### src/otpg_defs.vh
// Purpose: Shared constants of the output test pattern generator.
// Assumes: Register indices are word indices; byte address is four times the index.
// Notes: Definitions only.
`ifndef OTPG_DEFS_VH
`define OTPG_DEFS_VH

`define OTPG_CTRL_IDX      14'h0550
`define OTPG_UP_IDX_FIRST  14'h0551
`define OTPG_UP_IDX_LAST   14'h0558
`define OTPG_STAT_IDX      14'h0560

`define OTPG_SEL_CTRL      4'h0
`define OTPG_SEL_UP_FIRST  4'h1
`define OTPG_SEL_UP_LAST   4'h8
`define OTPG_SEL_STAT      4'h9
`define OTPG_SEL_NONE      4'hF

`define OTPG_F_USRSEQ      7
`define OTPG_F_PNL_RST     5
`define OTPG_F_PNS_RST     4
`define OTPG_F_MODE_HI     3
`define OTPG_F_MODE_LO     0
`define OTPG_CTRL_WMASK    8'hBF
`define OTPG_CTRL_RST      8'h00
`define OTPG_BYTE_RST      8'h00

`define OTPG_MODE_NORMAL   4'h0
`define OTPG_MODE_MIDSCALE 4'h1
`define OTPG_MODE_POSFS    4'h2
`define OTPG_MODE_NEGFS    4'h3
`define OTPG_MODE_CHECK    4'h4
`define OTPG_MODE_PNLONG   4'h5
`define OTPG_MODE_PNSHORT  4'h6
`define OTPG_MODE_TOGGLE   4'h7
`define OTPG_MODE_USER     4'h8

`define OTPG_WORD_ZERO     16'h0000
`define OTPG_WORD_MID      16'h0000
`define OTPG_WORD_POSFS    16'h7FFF
`define OTPG_WORD_NEGFS    16'h8000
`define OTPG_WORD_CHECK_A  16'hAAAA
`define OTPG_WORD_CHECK_B  16'h5555
`define OTPG_WORD_TOG_A    16'h0000
`define OTPG_WORD_TOG_B    16'hFFFF

`define OTPG_PNL_SEED      23'h7FFFFF
`define OTPG_PNS_SEED      9'h1FF
`define OTPG_PNL_TAP_A     5'h16
`define OTPG_PNL_TAP_B     5'h11
`define OTPG_PNS_TAP_A     5'h08
`define OTPG_PNS_TAP_B     5'h04

`define OTPG_SLOT_FIRST    2'h0
`define OTPG_SLOT_LAST     2'h3
`define OTPG_RESP_OKAY     2'h0
`define OTPG_RESP_SLVERR   2'h2

`endif

### src/otpg_top.v
// Purpose: Output test pattern generator replacing converter samples toward the link.
// Assumes: Samples arrive on the aclk domain; registers are reached over AXI4-Lite.
// Notes: One generated word is produced per sample accepted into the output buffer.
//
// What this block does
// - Sequencing bit acts only while the mode field selects user patterns.
// - Each user pattern comes from its own low and high byte register pair.
// - Sequencing bit clear: patterns one to four repeat forever, one word each.
// - Sequencing bit set: patterns one to four once, then all-zero words.
// - Long PN reset bit: zero runs the long generator, one holds it reset.
// - Four-bit mode field selects normal, fixed, checkerboard, PN, toggle or user.
// - Short PN reset bit: zero runs the short generator, one holds it reset.
//
// The AXI4-Lite register port was decided locally.
`timescale 1ns/1ps
`include "otpg_defs.vh"
module otpg_top #(
  parameter ADDR_W     = 16,
  parameter FIFO_DEPTH = 8,
  parameter FIFO_AW    = 3
) (
  // Clock and reset
  input  wire              aclk,
  input  wire              aresetn,
  // AXI4-Lite write address
  input  wire [ADDR_W-1:0] s_axi_awaddr,
  input  wire              s_axi_awvalid,
  output wire              s_axi_awready,
  // AXI4-Lite write data
  input  wire [31:0]       s_axi_wdata,
  input  wire [3:0]        s_axi_wstrb,
  input  wire              s_axi_wvalid,
  output wire              s_axi_wready,
  // AXI4-Lite write response
  output wire [1:0]        s_axi_bresp,
  output wire              s_axi_bvalid,
  input  wire              s_axi_bready,
  // AXI4-Lite read address
  input  wire [ADDR_W-1:0] s_axi_araddr,
  input  wire              s_axi_arvalid,
  output wire              s_axi_arready,
  // AXI4-Lite read data
  output wire [31:0]       s_axi_rdata,
  output wire [1:0]        s_axi_rresp,
  output wire              s_axi_rvalid,
  input  wire              s_axi_rready,
  // Converter samples in
  input  wire [15:0]       sample_data,
  input  wire              sample_valid,
  output wire              sample_ready,
  // Words out toward the link
  output wire [15:0]       out_data,
  output wire              out_valid,
  input  wire              out_ready
);
  reg  [7:0]  ctrl_ff;
  reg  [7:0]  ubyte_ff [0:7];
  reg         aw_hold_ff;
  reg         w_hold_ff;
  reg  [13:0] aw_idx_ff;
  reg  [7:0]  wdata_ff;
  reg         wlane_ff;
  reg         awready_ff;
  reg         wready_ff;
  reg         bvalid_ff;
  reg  [1:0]  bresp_ff;
  reg         arready_ff;
  reg         rvalid_ff;
  reg  [1:0]  rresp_ff;
  reg  [31:0] rdata_ff;
  reg  [1:0]  slot_ff;
  reg         done_ff;
  reg         phase_ff;
  reg  [22:0] pnl_ff;
  reg  [8:0]  pns_ff;
  reg         nxt_aw_hold;
  reg         nxt_w_hold;
  reg         nxt_bvalid;
  reg  [15:0] gen_word;
  reg  [31:0] rd_word;
  wire        do_write;
  wire [3:0]  wr_sel;
  wire [3:0]  rd_sel;
  wire [3:0]  wr_slot;
  wire [3:0]  mode;
  wire        user_mode;
  wire        accept;
  wire        fifo_ready;
  wire        ctrl_write;
  wire [22:0] pnl_next;
  wire [22:0] pns_next;
  integer     i;

  function [3:0] reg_sel;
    input [13:0] idx;
    begin
      if (idx == `OTPG_CTRL_IDX) begin
        reg_sel = `OTPG_SEL_CTRL;
      end else if (idx >= `OTPG_UP_IDX_FIRST && idx <= `OTPG_UP_IDX_LAST) begin
        reg_sel = idx[3:0];
      end else if (idx == `OTPG_STAT_IDX) begin
        reg_sel = `OTPG_SEL_STAT;
      end else begin
        reg_sel = `OTPG_SEL_NONE;
      end
    end
  endfunction

  function [22:0] lfsr_step;
    input [22:0] s;
    input [4:0]  tap_a;
    input [4:0]  tap_b;
    begin
      lfsr_step = {s[21:0], s[tap_a] ^ s[tap_b]};
    end
  endfunction

  assign s_axi_awready = awready_ff;
  assign s_axi_wready  = wready_ff;
  assign s_axi_bvalid  = bvalid_ff;
  assign s_axi_bresp   = bresp_ff;
  assign s_axi_arready = arready_ff;
  assign s_axi_rvalid  = rvalid_ff;
  assign s_axi_rresp   = rresp_ff;
  assign s_axi_rdata   = rdata_ff;
  assign sample_ready  = fifo_ready;

  // A write commits one cycle after both address and data have been taken.
  assign do_write   = aw_hold_ff & w_hold_ff & ~bvalid_ff;
  assign wr_sel     = reg_sel(aw_idx_ff);
  assign rd_sel     = reg_sel(s_axi_araddr[15:2]);
  assign wr_slot    = wr_sel - `OTPG_SEL_UP_FIRST;
  assign ctrl_write = do_write & wlane_ff & (wr_sel == `OTPG_SEL_CTRL);
  assign mode       = ctrl_ff[`OTPG_F_MODE_HI:`OTPG_F_MODE_LO];
  assign user_mode  = (mode == `OTPG_MODE_USER);
  assign accept     = sample_valid & fifo_ready;
  assign pnl_next   = lfsr_step(pnl_ff, `OTPG_PNL_TAP_A, `OTPG_PNL_TAP_B);
  assign pns_next   = lfsr_step({14'h0000, pns_ff}, `OTPG_PNS_TAP_A, `OTPG_PNS_TAP_B);

  always @* begin
    nxt_aw_hold = aw_hold_ff;
    nxt_w_hold  = w_hold_ff;
    nxt_bvalid  = bvalid_ff;
    if (do_write) begin
      nxt_aw_hold = 1'b0;
      nxt_w_hold  = 1'b0;
      nxt_bvalid  = 1'b1;
    end else if (bvalid_ff && s_axi_bready) begin
      nxt_bvalid = 1'b0;
    end
    if (s_axi_awvalid && awready_ff) begin
      nxt_aw_hold = 1'b1;
    end
    if (s_axi_wvalid && wready_ff) begin
      nxt_w_hold = 1'b1;
    end
  end

  always @* begin
    rd_word = 32'h00000000;
    if (rd_sel == `OTPG_SEL_CTRL) begin
      rd_word[7:0] = ctrl_ff & `OTPG_CTRL_WMASK;
    end else if (rd_sel >= `OTPG_SEL_UP_FIRST && rd_sel <= `OTPG_SEL_UP_LAST) begin
      rd_word[7:0] = ubyte_ff[rd_sel[2:0] - 3'h1];
    end else if (rd_sel == `OTPG_SEL_STAT) begin
      rd_word[7:0] = {mode, out_valid, done_ff, slot_ff};
    end
  end

  // Word selection for the active test mode.
  always @* begin
    gen_word = sample_data;
    case (mode)
      `OTPG_MODE_NORMAL:   gen_word = sample_data;
      `OTPG_MODE_MIDSCALE: gen_word = `OTPG_WORD_MID;
      `OTPG_MODE_POSFS:    gen_word = `OTPG_WORD_POSFS;
      `OTPG_MODE_NEGFS:    gen_word = `OTPG_WORD_NEGFS;
      `OTPG_MODE_CHECK:    gen_word = phase_ff ? `OTPG_WORD_CHECK_B : `OTPG_WORD_CHECK_A;
      `OTPG_MODE_PNLONG:   gen_word = pnl_ff[15:0];
      `OTPG_MODE_PNSHORT:  gen_word = {pns_ff[6:0], pns_ff};
      `OTPG_MODE_TOGGLE:   gen_word = phase_ff ? `OTPG_WORD_TOG_B : `OTPG_WORD_TOG_A;
      `OTPG_MODE_USER: begin
        if (done_ff) begin
          gen_word = `OTPG_WORD_ZERO;
        end else begin
          gen_word = {ubyte_ff[{slot_ff, 1'b1}], ubyte_ff[{slot_ff, 1'b0}]};
        end
      end
      default:             gen_word = sample_data;
    endcase
  end

  // Register bus slave.
  always @(posedge aclk) begin
    if (!aresetn) begin
      aw_hold_ff <= 1'b0;
      w_hold_ff  <= 1'b0;
      aw_idx_ff  <= 14'h0000;
      wdata_ff   <= `OTPG_BYTE_RST;
      wlane_ff   <= 1'b0;
      awready_ff <= 1'b0;
      wready_ff  <= 1'b0;
      bvalid_ff  <= 1'b0;
      bresp_ff   <= `OTPG_RESP_OKAY;
      arready_ff <= 1'b0;
      rvalid_ff  <= 1'b0;
      rresp_ff   <= `OTPG_RESP_OKAY;
      rdata_ff   <= 32'h00000000;
      ctrl_ff    <= `OTPG_CTRL_RST;
      for (i = 0; i < 8; i = i + 1) begin
        ubyte_ff[i] <= `OTPG_BYTE_RST;
      end
    end else begin
      aw_hold_ff <= nxt_aw_hold;
      w_hold_ff  <= nxt_w_hold;
      bvalid_ff  <= nxt_bvalid;
      awready_ff <= ~nxt_aw_hold & ~nxt_bvalid;
      wready_ff  <= ~nxt_w_hold & ~nxt_bvalid;
      if (s_axi_awvalid && awready_ff) begin
        aw_idx_ff <= s_axi_awaddr[15:2];
      end
      if (s_axi_wvalid && wready_ff) begin
        wdata_ff <= s_axi_wdata[7:0];
        wlane_ff <= s_axi_wstrb[0];
      end
      if (do_write) begin
        bresp_ff <= (wr_sel == `OTPG_SEL_NONE) ? `OTPG_RESP_SLVERR : `OTPG_RESP_OKAY;
        if (ctrl_write) begin
          ctrl_ff <= wdata_ff & `OTPG_CTRL_WMASK;
        end
        if (wlane_ff && wr_sel >= `OTPG_SEL_UP_FIRST && wr_sel <= `OTPG_SEL_UP_LAST) begin
          ubyte_ff[wr_slot[2:0]] <= wdata_ff;
        end
      end
      if (s_axi_arvalid && arready_ff) begin
        arready_ff <= 1'b0;
        rvalid_ff  <= 1'b1;
        rdata_ff   <= rd_word;
        rresp_ff   <= (rd_sel == `OTPG_SEL_NONE) ? `OTPG_RESP_SLVERR : `OTPG_RESP_OKAY;
      end else if (rvalid_ff && s_axi_rready) begin
        rvalid_ff  <= 1'b0;
        arready_ff <= 1'b1;
      end else if (!rvalid_ff) begin
        arready_ff <= 1'b1;
      end
    end
  end

  // Pattern sequencing; any control write or leaving user mode restarts it.
  always @(posedge aclk) begin
    if (!aresetn) begin
      slot_ff  <= `OTPG_SLOT_FIRST;
      done_ff  <= 1'b0;
      phase_ff <= 1'b0;
    end else if (ctrl_write || !user_mode) begin
      slot_ff  <= `OTPG_SLOT_FIRST;
      done_ff  <= 1'b0;
      phase_ff <= ctrl_write ? 1'b0 : (phase_ff ^ accept);
    end else if (accept && !done_ff) begin
      slot_ff <= slot_ff + 2'h1;
      if (slot_ff == `OTPG_SLOT_LAST && ctrl_ff[`OTPG_F_USRSEQ]) begin
        done_ff <= 1'b1;
      end
    end
  end

  // Pseudorandom generators; a set reset bit holds the seed.
  always @(posedge aclk) begin
    if (!aresetn) begin
      pnl_ff <= `OTPG_PNL_SEED;
      pns_ff <= `OTPG_PNS_SEED;
    end else begin
      if (ctrl_ff[`OTPG_F_PNL_RST]) begin
        pnl_ff <= `OTPG_PNL_SEED;
      end else if (accept && mode == `OTPG_MODE_PNLONG) begin
        pnl_ff <= pnl_next;
      end
      if (ctrl_ff[`OTPG_F_PNS_RST]) begin
        pns_ff <= `OTPG_PNS_SEED;
      end else if (accept && mode == `OTPG_MODE_PNSHORT) begin
        pns_ff <= pns_next[8:0];
      end
    end
  end

  otpg_fifo #(
    .WIDTH (16),
    .DEPTH (FIFO_DEPTH),
    .AW    (FIFO_AW)
  ) u_fifo (
    .aclk      (aclk),
    .aresetn   (aresetn),
    .in_valid  (sample_valid),
    .in_ready  (fifo_ready),
    .in_data   (gen_word),
    .out_valid (out_valid),
    .out_ready (out_ready),
    .out_data  (out_data)
  );
endmodule

### src/otpg_fifo.v
// Purpose: Small first-in first-out buffer with valid and ready on both sides.
// Assumes: DEPTH is a power of two and equals 2**AW.
// Notes: Read data and all flags come from registers.
`timescale 1ns/1ps
module otpg_fifo #(
  parameter WIDTH = 16,
  parameter DEPTH = 8,
  parameter AW    = 3
) (
  // Clock and reset
  input  wire             aclk,
  input  wire             aresetn,
  // Fill side
  input  wire             in_valid,
  output wire             in_ready,
  input  wire [WIDTH-1:0] in_data,
  // Drain side
  output wire             out_valid,
  input  wire             out_ready,
  output wire [WIDTH-1:0] out_data
);
  localparam [AW:0] FULL_CNT = DEPTH;
  localparam [AW:0] ONE_CNT  = 1;

  reg [WIDTH-1:0] mem [0:DEPTH-1];
  reg [AW-1:0]    wr_ptr_ff;
  reg [AW-1:0]    rd_ptr_ff;
  reg [AW:0]      count_ff;
  reg [AW:0]      nxt_count;
  reg             in_ready_ff;
  reg             out_valid_ff;
  reg [WIDTH-1:0] out_data_ff;
  wire            push;
  wire            pop;

  assign push      = in_valid & in_ready_ff;
  assign pop       = (count_ff != {(AW+1){1'b0}}) & (~out_valid_ff | out_ready);
  assign in_ready  = in_ready_ff;
  assign out_valid = out_valid_ff;
  assign out_data  = out_data_ff;

  always @* begin
    nxt_count = count_ff;
    case ({push, pop})
      2'b10:   nxt_count = count_ff + ONE_CNT;
      2'b01:   nxt_count = count_ff - ONE_CNT;
      default: nxt_count = count_ff;
    endcase
  end

  always @(posedge aclk) begin
    if (push) begin
      mem[wr_ptr_ff] <= in_data;
    end
  end

  always @(posedge aclk) begin
    if (!aresetn) begin
      wr_ptr_ff    <= {AW{1'b0}};
      rd_ptr_ff    <= {AW{1'b0}};
      count_ff     <= {(AW+1){1'b0}};
      in_ready_ff  <= 1'b0;
      out_valid_ff <= 1'b0;
      out_data_ff  <= {WIDTH{1'b0}};
    end else begin
      count_ff    <= nxt_count;
      in_ready_ff <= (nxt_count != FULL_CNT);
      if (push) begin
        wr_ptr_ff <= wr_ptr_ff + {{(AW-1){1'b0}}, 1'b1};
      end
      if (pop) begin
        rd_ptr_ff    <= rd_ptr_ff + {{(AW-1){1'b0}}, 1'b1};
        out_data_ff  <= mem[rd_ptr_ff];
        out_valid_ff <= 1'b1;
      end else if (out_ready) begin
        out_valid_ff <= 1'b0;
      end
    end
  end
endmodule

### config.mk
export PLATFORM = sky130hd
export DESIGN_NAME = otpg_top
export DESIGN_NICKNAME = d
export VERILOG_FILES = /design/src/otpg_top.v /design/src/otpg_fifo.v
export VERILOG_INCLUDE_DIRS = /design/src
export SDC_FILE = /design/constraint.sdc
export NUM_CORES = 1
export LEC_CHECK = 0
export ABC_AREA = 0
export BUFFER_PORTS_ARGS = -buffer_cell sky130_fd_sc_hd__buf_2
export CELL_PAD_IN_SITES_DETAIL_PLACEMENT = 1
export CELL_PAD_IN_SITES_GLOBAL_PLACEMENT = 2
export CORE_MARGIN = 2
export CORE_UTILIZATION = 43
export DETAILED_ROUTE_END_ITERATION = 8
export HOLD_SLACK_MARGIN = 0.08
export PLACE_DENSITY = 0.89
export SLEW_MARGIN = 20
export SYNTH_ARGS = -nofsm -noshare
export SYNTH_HDL_FRONTEND = slang
export SYNTH_SLANG_ARGS = --single-unit
### constraint.sdc
create_clock -name aclk -period 5.7 [get_ports aclk]
set_input_delay 0.285 -clock aclk [delete_from_list [all_inputs] [get_ports aclk]]
set_output_delay 0.285 -clock aclk [all_outputs]
set_load 0.005 [all_outputs]
==> results of run 1 <==
[power groups by stage]
| stage | clock network, mW | registers, mW | logic, mW |
|---|---|---|---|
| floorplan | 0 | 2.58 | 0.650 |
| global placement | 0 | 2.63 | 0.807 |
| detailed placement | 0 | 2.65 | 0.842 |
| CTS | 2.46 | 2.60 | 0.863 |
| global route | 2.54 | 2.62 | 0.948 |
| finish | 2.42 | 2.60 | 0.847 |
[sequential cells by signal (all words and copies together) (netlist names), 4 cells and up, named ones only]
signal,flops
aw_idx_ff,14
ctrl_ff,7
pnl_ff,23
pns_ff,9
s_axi_rdata,8
u_fifo.count_ff,4
u_fifo.mem,128
u_fifo.out_data,16
ubyte_ff,64
wdata_ff,8
[routing by layer]
layer  track usage (%)  share of wire, %  up-vias
met2              39.4                52      217
met3              2.94               3.9       54
met1              26.9                41     4624
li1                  -                 -     4220
met4              6.82               2.4        0
met5                 0                 0        -
[Yosys cell counts, drive strengths merged (2+ instances only)]
| master | instances |
|---|---|
| a2111oi | 4 |
| a211oi | 4 |
| a21boi | 28 |
| a21o | 3 |
| a21oi | 24 |
| a222oi | 10 |
| a22o | 8 |
| a31oi | 3 |
| and2 | 31 |
| and3 | 2 |
| buf | 41 |
| clkbuf | 55 |
| dfxtp | 113 |
| edfxtp | 192 |
| ha | 12 |
| inv | 34 |
| mux2i | 36 |
| mux4 | 63 |
| nand2 | 158 |
| nand2b | 11 |
| nand3 | 36 |
| nand3b | 3 |
| nand4 | 2 |
| nor2 | 46 |
| nor2b | 20 |
| nor3 | 40 |
| nor3b | 8 |
| nor4 | 9 |
| nor4b | 5 |
| o211a | 16 |
| o211ai | 3 |
| o21a | 4 |
| o21ai | 25 |
| o22a | 11 |
| or3 | 3 |
| or4 | 2 |
| or4b | 2 |
| xnor2 | 12 |
| xor2 | 2 |
[final cells by class]
class                   count  area (sq um)
inverters                  34           128
well taps                 402           503
repair buffers            139           876
multi-input cells         687          5300
fillers                  3242         15500
clock buffers              45           965
flip-flops and latches    305          8030
clock inverters            19           289
[through the flow]
stage / setup WS, ps / hold WS, ps / std cells
global route: 1130 / 296 / 1631
detailed placement: 1460 / 450 / 1540
global placement: 1680 / 442 / 1540
finish: 1340 / 272 / 1631
CTS: 1410 / 247 / 1631
floorplan: 2340 / 415 / 1122
[cell usage in the layout (no fill, tap or decap), types with 8 or more instances in the layout]
master / n
and2_1: 31
a21boi_0: 28
nand2_1: 158
mux2i_1: 36
o22a_1: 11
o211a_1: 16
nor2_1: 46
a21oi_1: 24
o21ai_0: 21
dfxtp_1: 111
clkinv_2: 9
nand3_1: 36
edfxtp_1: 192
inv_1: 33
clkbuf_16: 36
nor2b_1: 19
a22o_1: 8
dlygate4sd3_1: 27
xnor2_1: 11
buf_2: 94
buf_4: 18
a222oi_1: 10
mux4_2: 62
nor3_1: 35
ha_1: 12
conb_1: 26
nand2b_1: 11
[worst paths after layout]
kind         depth (start not counted)            start           endpoint
min                                  2  sample_data[12]  u_fifo.mem[0][12]
max                                 11     aw_idx_ff[9]     ubyte_ff[0][2]
min reg2reg                          2       pnl_ff[16]         pnl_ff[17]
max reg2reg                         11     aw_idx_ff[9]     ubyte_ff[0][2]
[repair_timing]
action                    CTS  global route
buffers inserted            0             0
hold endpoints to repair   27             0
hold buffers               27             0
[cell families after synthesis]
kind of cell | Yosys count
flip-flops | 305
buffers and inverters | 130
AO/OA/AOI/OAI | 148
other | 1
adder cells (fa/ha/maj) | 13
XOR/XNOR | 14
AND/OR/NAND/NOR | 386
multiplexers | 100
[worst register-to-register path, delay by kind of cell (launching register included)]
kind	cells	cell delay [ps]
DFF	1	310
AOI/OAI and AO/OA	3	1100
adders and majority gates	1	270
and+or+nand+nor	6	2090
buffers and inverters	1	220
==> impl_metrics.py, run 1 <==
metrics = {
    "yosys": {
        "synth-simple-area-share_pct": 14.0,
        "yosysSeqAreaShare_pct": 58.3,
        "synth_top_area_cell": "edfxtp_1",
        "synth_compound_area_share_pct": 7.96,
        "synthArstFlopShare_pct": 0,
        "synth_top_family_by_area": "simple AND/OR/NAND/NOR gates",
        "synth_adder_area_share_pct": 1.24,
        "synth.cell_area_sq_um": 13800,
        "yosysUniqueCellTypes": 68,
        "syn_area_per_cell_sq_um": 12.5,
        "yosysTopAreaCellShare_pct": 41.9,
        "ys_seq_elements": 305,
        "ys_warn_count": 0,
        "syn_inst": 1097,
        "yosys_most_used_dff": "edfxtp_1",
        "synth_edf_count": 192,
        "synth.area.top_cells": "edfxtp_1, dfxtp_1, mux4_2",
        "synthMuxAreaShare_pct": 13.1,
        "synth_xor_area_share_pct": 1.03,
    },
    "detailed_routing": {
        "vias_per_cell": 5.59,
        "vias": 9115,
        "wl_um": 35600,
        "detail_route.iter0.violations": 594,
        "wl_per_cell_um": 21.8,
        "remaining_drc_errors": 0,
        "ant_nets": 0,
        "drt_pass1_iterations": 5,
    },
    "floorplan": {
        "boundaryPins": 152,
        "dieArea_sq_um": 33400,
        "die_x_um": 183,
        "start_util_pct": 43.6,
        "dieHeight_um": 183,
        "row_count": 65,
        "core_sq_um": 31600,
    },
    "critical_path": {
        "crit_fanout": 20,
        "critPathRequiredTime_ps": 5880,
        "arrival_ps": 4540,
        "critical-path-top-delay-family": "simple AND/OR/NAND/NOR gates",
        "crit_type": "reg -> reg",
        "critical_path.slowest_cell": "nor4b_1",
        "critPathBufInv": 1,
        "cpPeakStageDelay_ps": 620,
        "crit_chain": "nor4b_1, nand2_1, a211oi_1, ha_1, nor4b_1, a21o_1, a2111oi_0, nor3b_2, buf_4, nor2b_1, nand2b_1",
        "reg2reg_setup_slack_ps": 1340,
        "cp_common_cell": "nor4b_1",
        "start_kind": "flop",
        "cp-end-kind": "flop",
    },
    "sta": {
        "rsz0062_at_grt": "false",
        "fin_crit_sh_pct": 76.5,
        "fin_skew_ps": 21.6,
        "worst_pin_slew_ps": 1120,
        "setup_tns_ps": 0,
        "fmax_mhz": 229,
        "hold_viol": 0,
        "period_needed_ps": 4360,
        "drv_slew": 0,
        "finalSetupViolations": 0,
        "slew_headroom_pct": 25.4,
    },
    "cells_and_area": {
        "fin_nets": 1308,
        "syn2layout_area_growth_pct": 16.9,
        "design_area_sq_um": 16100,
        "drive_above_1_share_pct": 20.9,
        "insertedDiodeCount": 0,
        "final_util_pct": 51.0,
    },
    "pwr": {
        "switchingPower_mw": 1.48,
        "share_seq_of_total_power_pct": 44.3,
        "ir_drop_v": 0.000198,
        "swShare_pct": 25.3,
        "p_clk_share_pct": 41.2,
        "share_comb_of_total_power_pct": 14.4,
        "powerDensity_nw_per_um2": 364,
        "p_leak_nw": 5.94,
        "intPower_mw": 4.38,
        "power_mw": 5.86,
    },
    "clock_network": {
        "cts_num_sinks": 305,
        "cts-buffers-inserted": 35,
        "cts_tree": "done",
        "clock_path_buffers": 3,
        "cts.repair.resized": 0,
        "cts.htree.levels": 2,
        "clock_latency_ps": 540,
        "path_clk_slew_ps": 60,
        "root_buffer": "clkbuf_16",
    },
    "hold_path": {
        "hold_path.class": "in -> reg",
    },
    "grt": {
        "gr-usage-all-layers_pct": 21.7,
        "antenna_found_initial": 0,
        "grt_pass1_wl_um": 55900,
        "grt_overflow_total": 0,
        "grt_start_max_net_pins": 82,
        "grt_pass1_vias": 9763,
    },
    "placed_design": {
        "dpl.hpwl_um": 23900,
        "dpl_cell_area_sq_um": 14600,
        "port_buffers": 94,
        "place_congestion": 0.829,
    },
    "status": {
        "status": "finished clean",
    },
    "job": {
        "maxCapViolations": 0,
    },
}
Note: power is estimated with default switching activity, not from simulation.
==> run 2: changes to the inputs <==
- CORE_UTILIZATION: 43 -> 40
- PLACE_DENSITY: 0.89 -> 0.84
- clock period: 5.7 -> 4.49 ns (I/O delays scaled with it)
==> run 2 against run 1 <==
Effect of this change:
- register-to-register slack got worse by 550 ps
- sequential share of layout area decreased by 0.062 points
- sequential cell count unchanged
- clock power is 12% higher
- setup slack worse by 550 ps
- wire length is 3.3% lower
- via count is 0.36% higher
- count of clock-buffer cells in the layout rose by 1
- core utilization decreased by 3.2 points
- cell count rose by 3.5%
- sequential power rose by 27%
- critical path type unchanged
- largest cell class unchanged
==> impl_metrics.py, run 2 (same netlist as run 1, synthesis figures left out) <==
metrics = {
    "status": {
        "status": "finished clean",
    },
    "hold_path": {
        "hold_path.class": "in -> reg",
    },
    "placed_design": {
        "placedCellCount": 1595,
        "dpl.hpwl_um": 23900,
        "place_congestion": 0.814,
        "dpl_cell_area_sq_um": 14700,
        "port_buffers": 94,
    },
    "floorplan": {
        "row_count": 67,
        "dieHeight_um": 189,
        "die_x_um": 189,
        "dieArea_sq_um": 35900,
        "core_sq_um": 33700,
        "start_util_pct": 40.8,
        "boundaryPins": 152,
    },
    "grt": {
        "grt_start_max_net_pins": 75,
        "antenna_found_initial": 0,
        "grt_overflow_total": 0,
        "gr-usage-all-layers_pct": 19.3,
        "grt_pass1_wl_um": 53600,
        "grt_pass1_vias": 9451,
    },
    "critical_path": {
        "arrival_ps": 3870,
        "crit_type": "reg -> reg",
        "crit_fanout": 9,
        "critPathRequiredTime_ps": 4660,
        "cp-end-kind": "flop",
        "start_kind": "flop",
    },
    "detailed_routing": {
        "detail_route.iter0.violations": 691,
        "vias": 9148,
        "remaining_drc_errors": 0,
        "wl_per_cell_um": 20.4,
        "ant_nets": 0,
        "vias_per_cell": 5.42,
        "wl_um": 34400,
        "drt_pass1_iterations": 9,
    },
    "cells_and_area": {
        "design_area_sq_um": 16100,
        "final_cells": 1688,
        "drive_above_1_share_pct": 20.6,
        "syn2layout_area_growth_pct": 17.1,
        "largest_reg_flops": 128,
        "fin_nets": 1322,
        "final_common_cell": "edfxtp_1",
        "final_cell_mix": "edfxtp_1, nand2_1, dfxtp_1, buf_2, mux4_2",
        "largest_register": "u_fifo.mem",
        "reg.largest.list": "u_fifo.mem (128), ubyte_ff (64), pnl_ff (23)",
        "insertedDiodeCount": 0,
    },
    "clock_network": {
        "cts_num_sinks": 305,
        "clock_path_buffers": 3,
        "post_cts_buffers": 0,
        "clock_latency_ps": 530,
        "cts.htree.levels": 2,
        "path_clk_slew_ps": 60,
        "root_buffer": "clkbuf_16",
        "cts_tree": "done",
        "cts-buffers-inserted": 34,
        "cts.repair.resized": 0,
    },
    "sta": {
        "fin_crit_sh_pct": 82.5,
        "setup_tns_ps": 0,
        "fin_skew_ps": 22.4,
        "finalSetupViolations": 0,
        "slew_headroom_pct": 27.4,
        "hold_viol": 0,
        "rsz0062_at_grt": "false",
        "period_needed_ps": 3700,
        "drv_slew": 0,
        "fmax_mhz": 270,
        "worst_pin_slew_ps": 1090,
    },
    "pwr": {
        "ir_drop_v": 0.000349,
        "p_leak_nw": 5.93,
        "powerDensity_nw_per_um2": 441,
        "power_mw": 7.10,
    },
    "job": {
        "maxCapViolations": 0,
    },
}
## run 2: cell types whose count changed in the layout (fill, tap and decap cells not counted), moves of 4 or more
| cell | before | now |
|---|---|---|
| clkinv_2 | 9 | 4 |
| dlygate4sd3_1 | 27 | 33 |
| clkinv_1 | 0 | 4 |
| buf_4 | 18 | 27 |
| bufinv_16 | 6 | 2 |
## run 2: final timing paths
check | startpoint | cells past startpoint | end | slack, ps
setup reg to reg | aw_idx_ff[8] | 10 | ubyte_ff[1][6] | 790
hold reg to reg | aw_hold_ff | 1 | s_axi_awready | 460
setup / recovery | aw_idx_ff[8] | 10 | ubyte_ff[1][6] | 790
hold / removal | sample_data[14] | 2 | u_fifo.mem[0][14] | 210
## run 2: area by class of cell
type	count	area [sq um]
clock inverter	14	140
sequential	305	8030
inverter	34	128
tap	448	561
clock buffer	46	948
multi-input combinational	687	5300
fill	3567	17600
timing repair buffer	154	1000
## run 2: per-layer routing
metal	up-vias	wire, um	GRT usage (%)
li1	4248	-	-
met2	224	17600	34.5
met5	-	0	0
met1	4621	14600	24.3
met4	0	899	6.02
met3	55	1310	2.54
## run 2: per-stage QoR
| stage | setup WS (ps) | util (%) | hold slack (ps) |
|---|---|---|---|
| 2_1_floorplan | 1190 | - | 369 |
| 3_3_place_gp | 910 | 43.6 | 450 |
| 3_5_place_dp | 800 | 43.6 | 456 |
| 4_1_cts | 769 | 47.8 | 186 |
| 5_1_grt | 280 | 47.8 | 237 |
| 6_report | 787 | 47.8 | 212 |
## run 2: timing repair
| action | in CTS | in global routing |
|---|---|---|
| endpoints found under the hold margin | 27 | 0 |
| hold buffers | 33 | 0 |
| endpoints found under the setup margin | 0 | 0 |
## run 2: worst max-delay path, cell delays in order (launching register included)
cell,delay [ps]
dfxtp_1,320
nor4bb_1,550
nand2_1,210
a211oi_1,370
ha_1,240
nor4b_1,70
a21o_1,160
a2111oi_0,490
nor3b_2,140
nor2b_1,400
nand2b_1,420
## run 2: report_power, final
part	switching, mW	leakage (nW)	internal (mW)
clock network	1.10	0.530	1.61
logic	0.532	2.68	0.538
registers	0.171	2.73	3.14
total	1.81	5.93	5.29
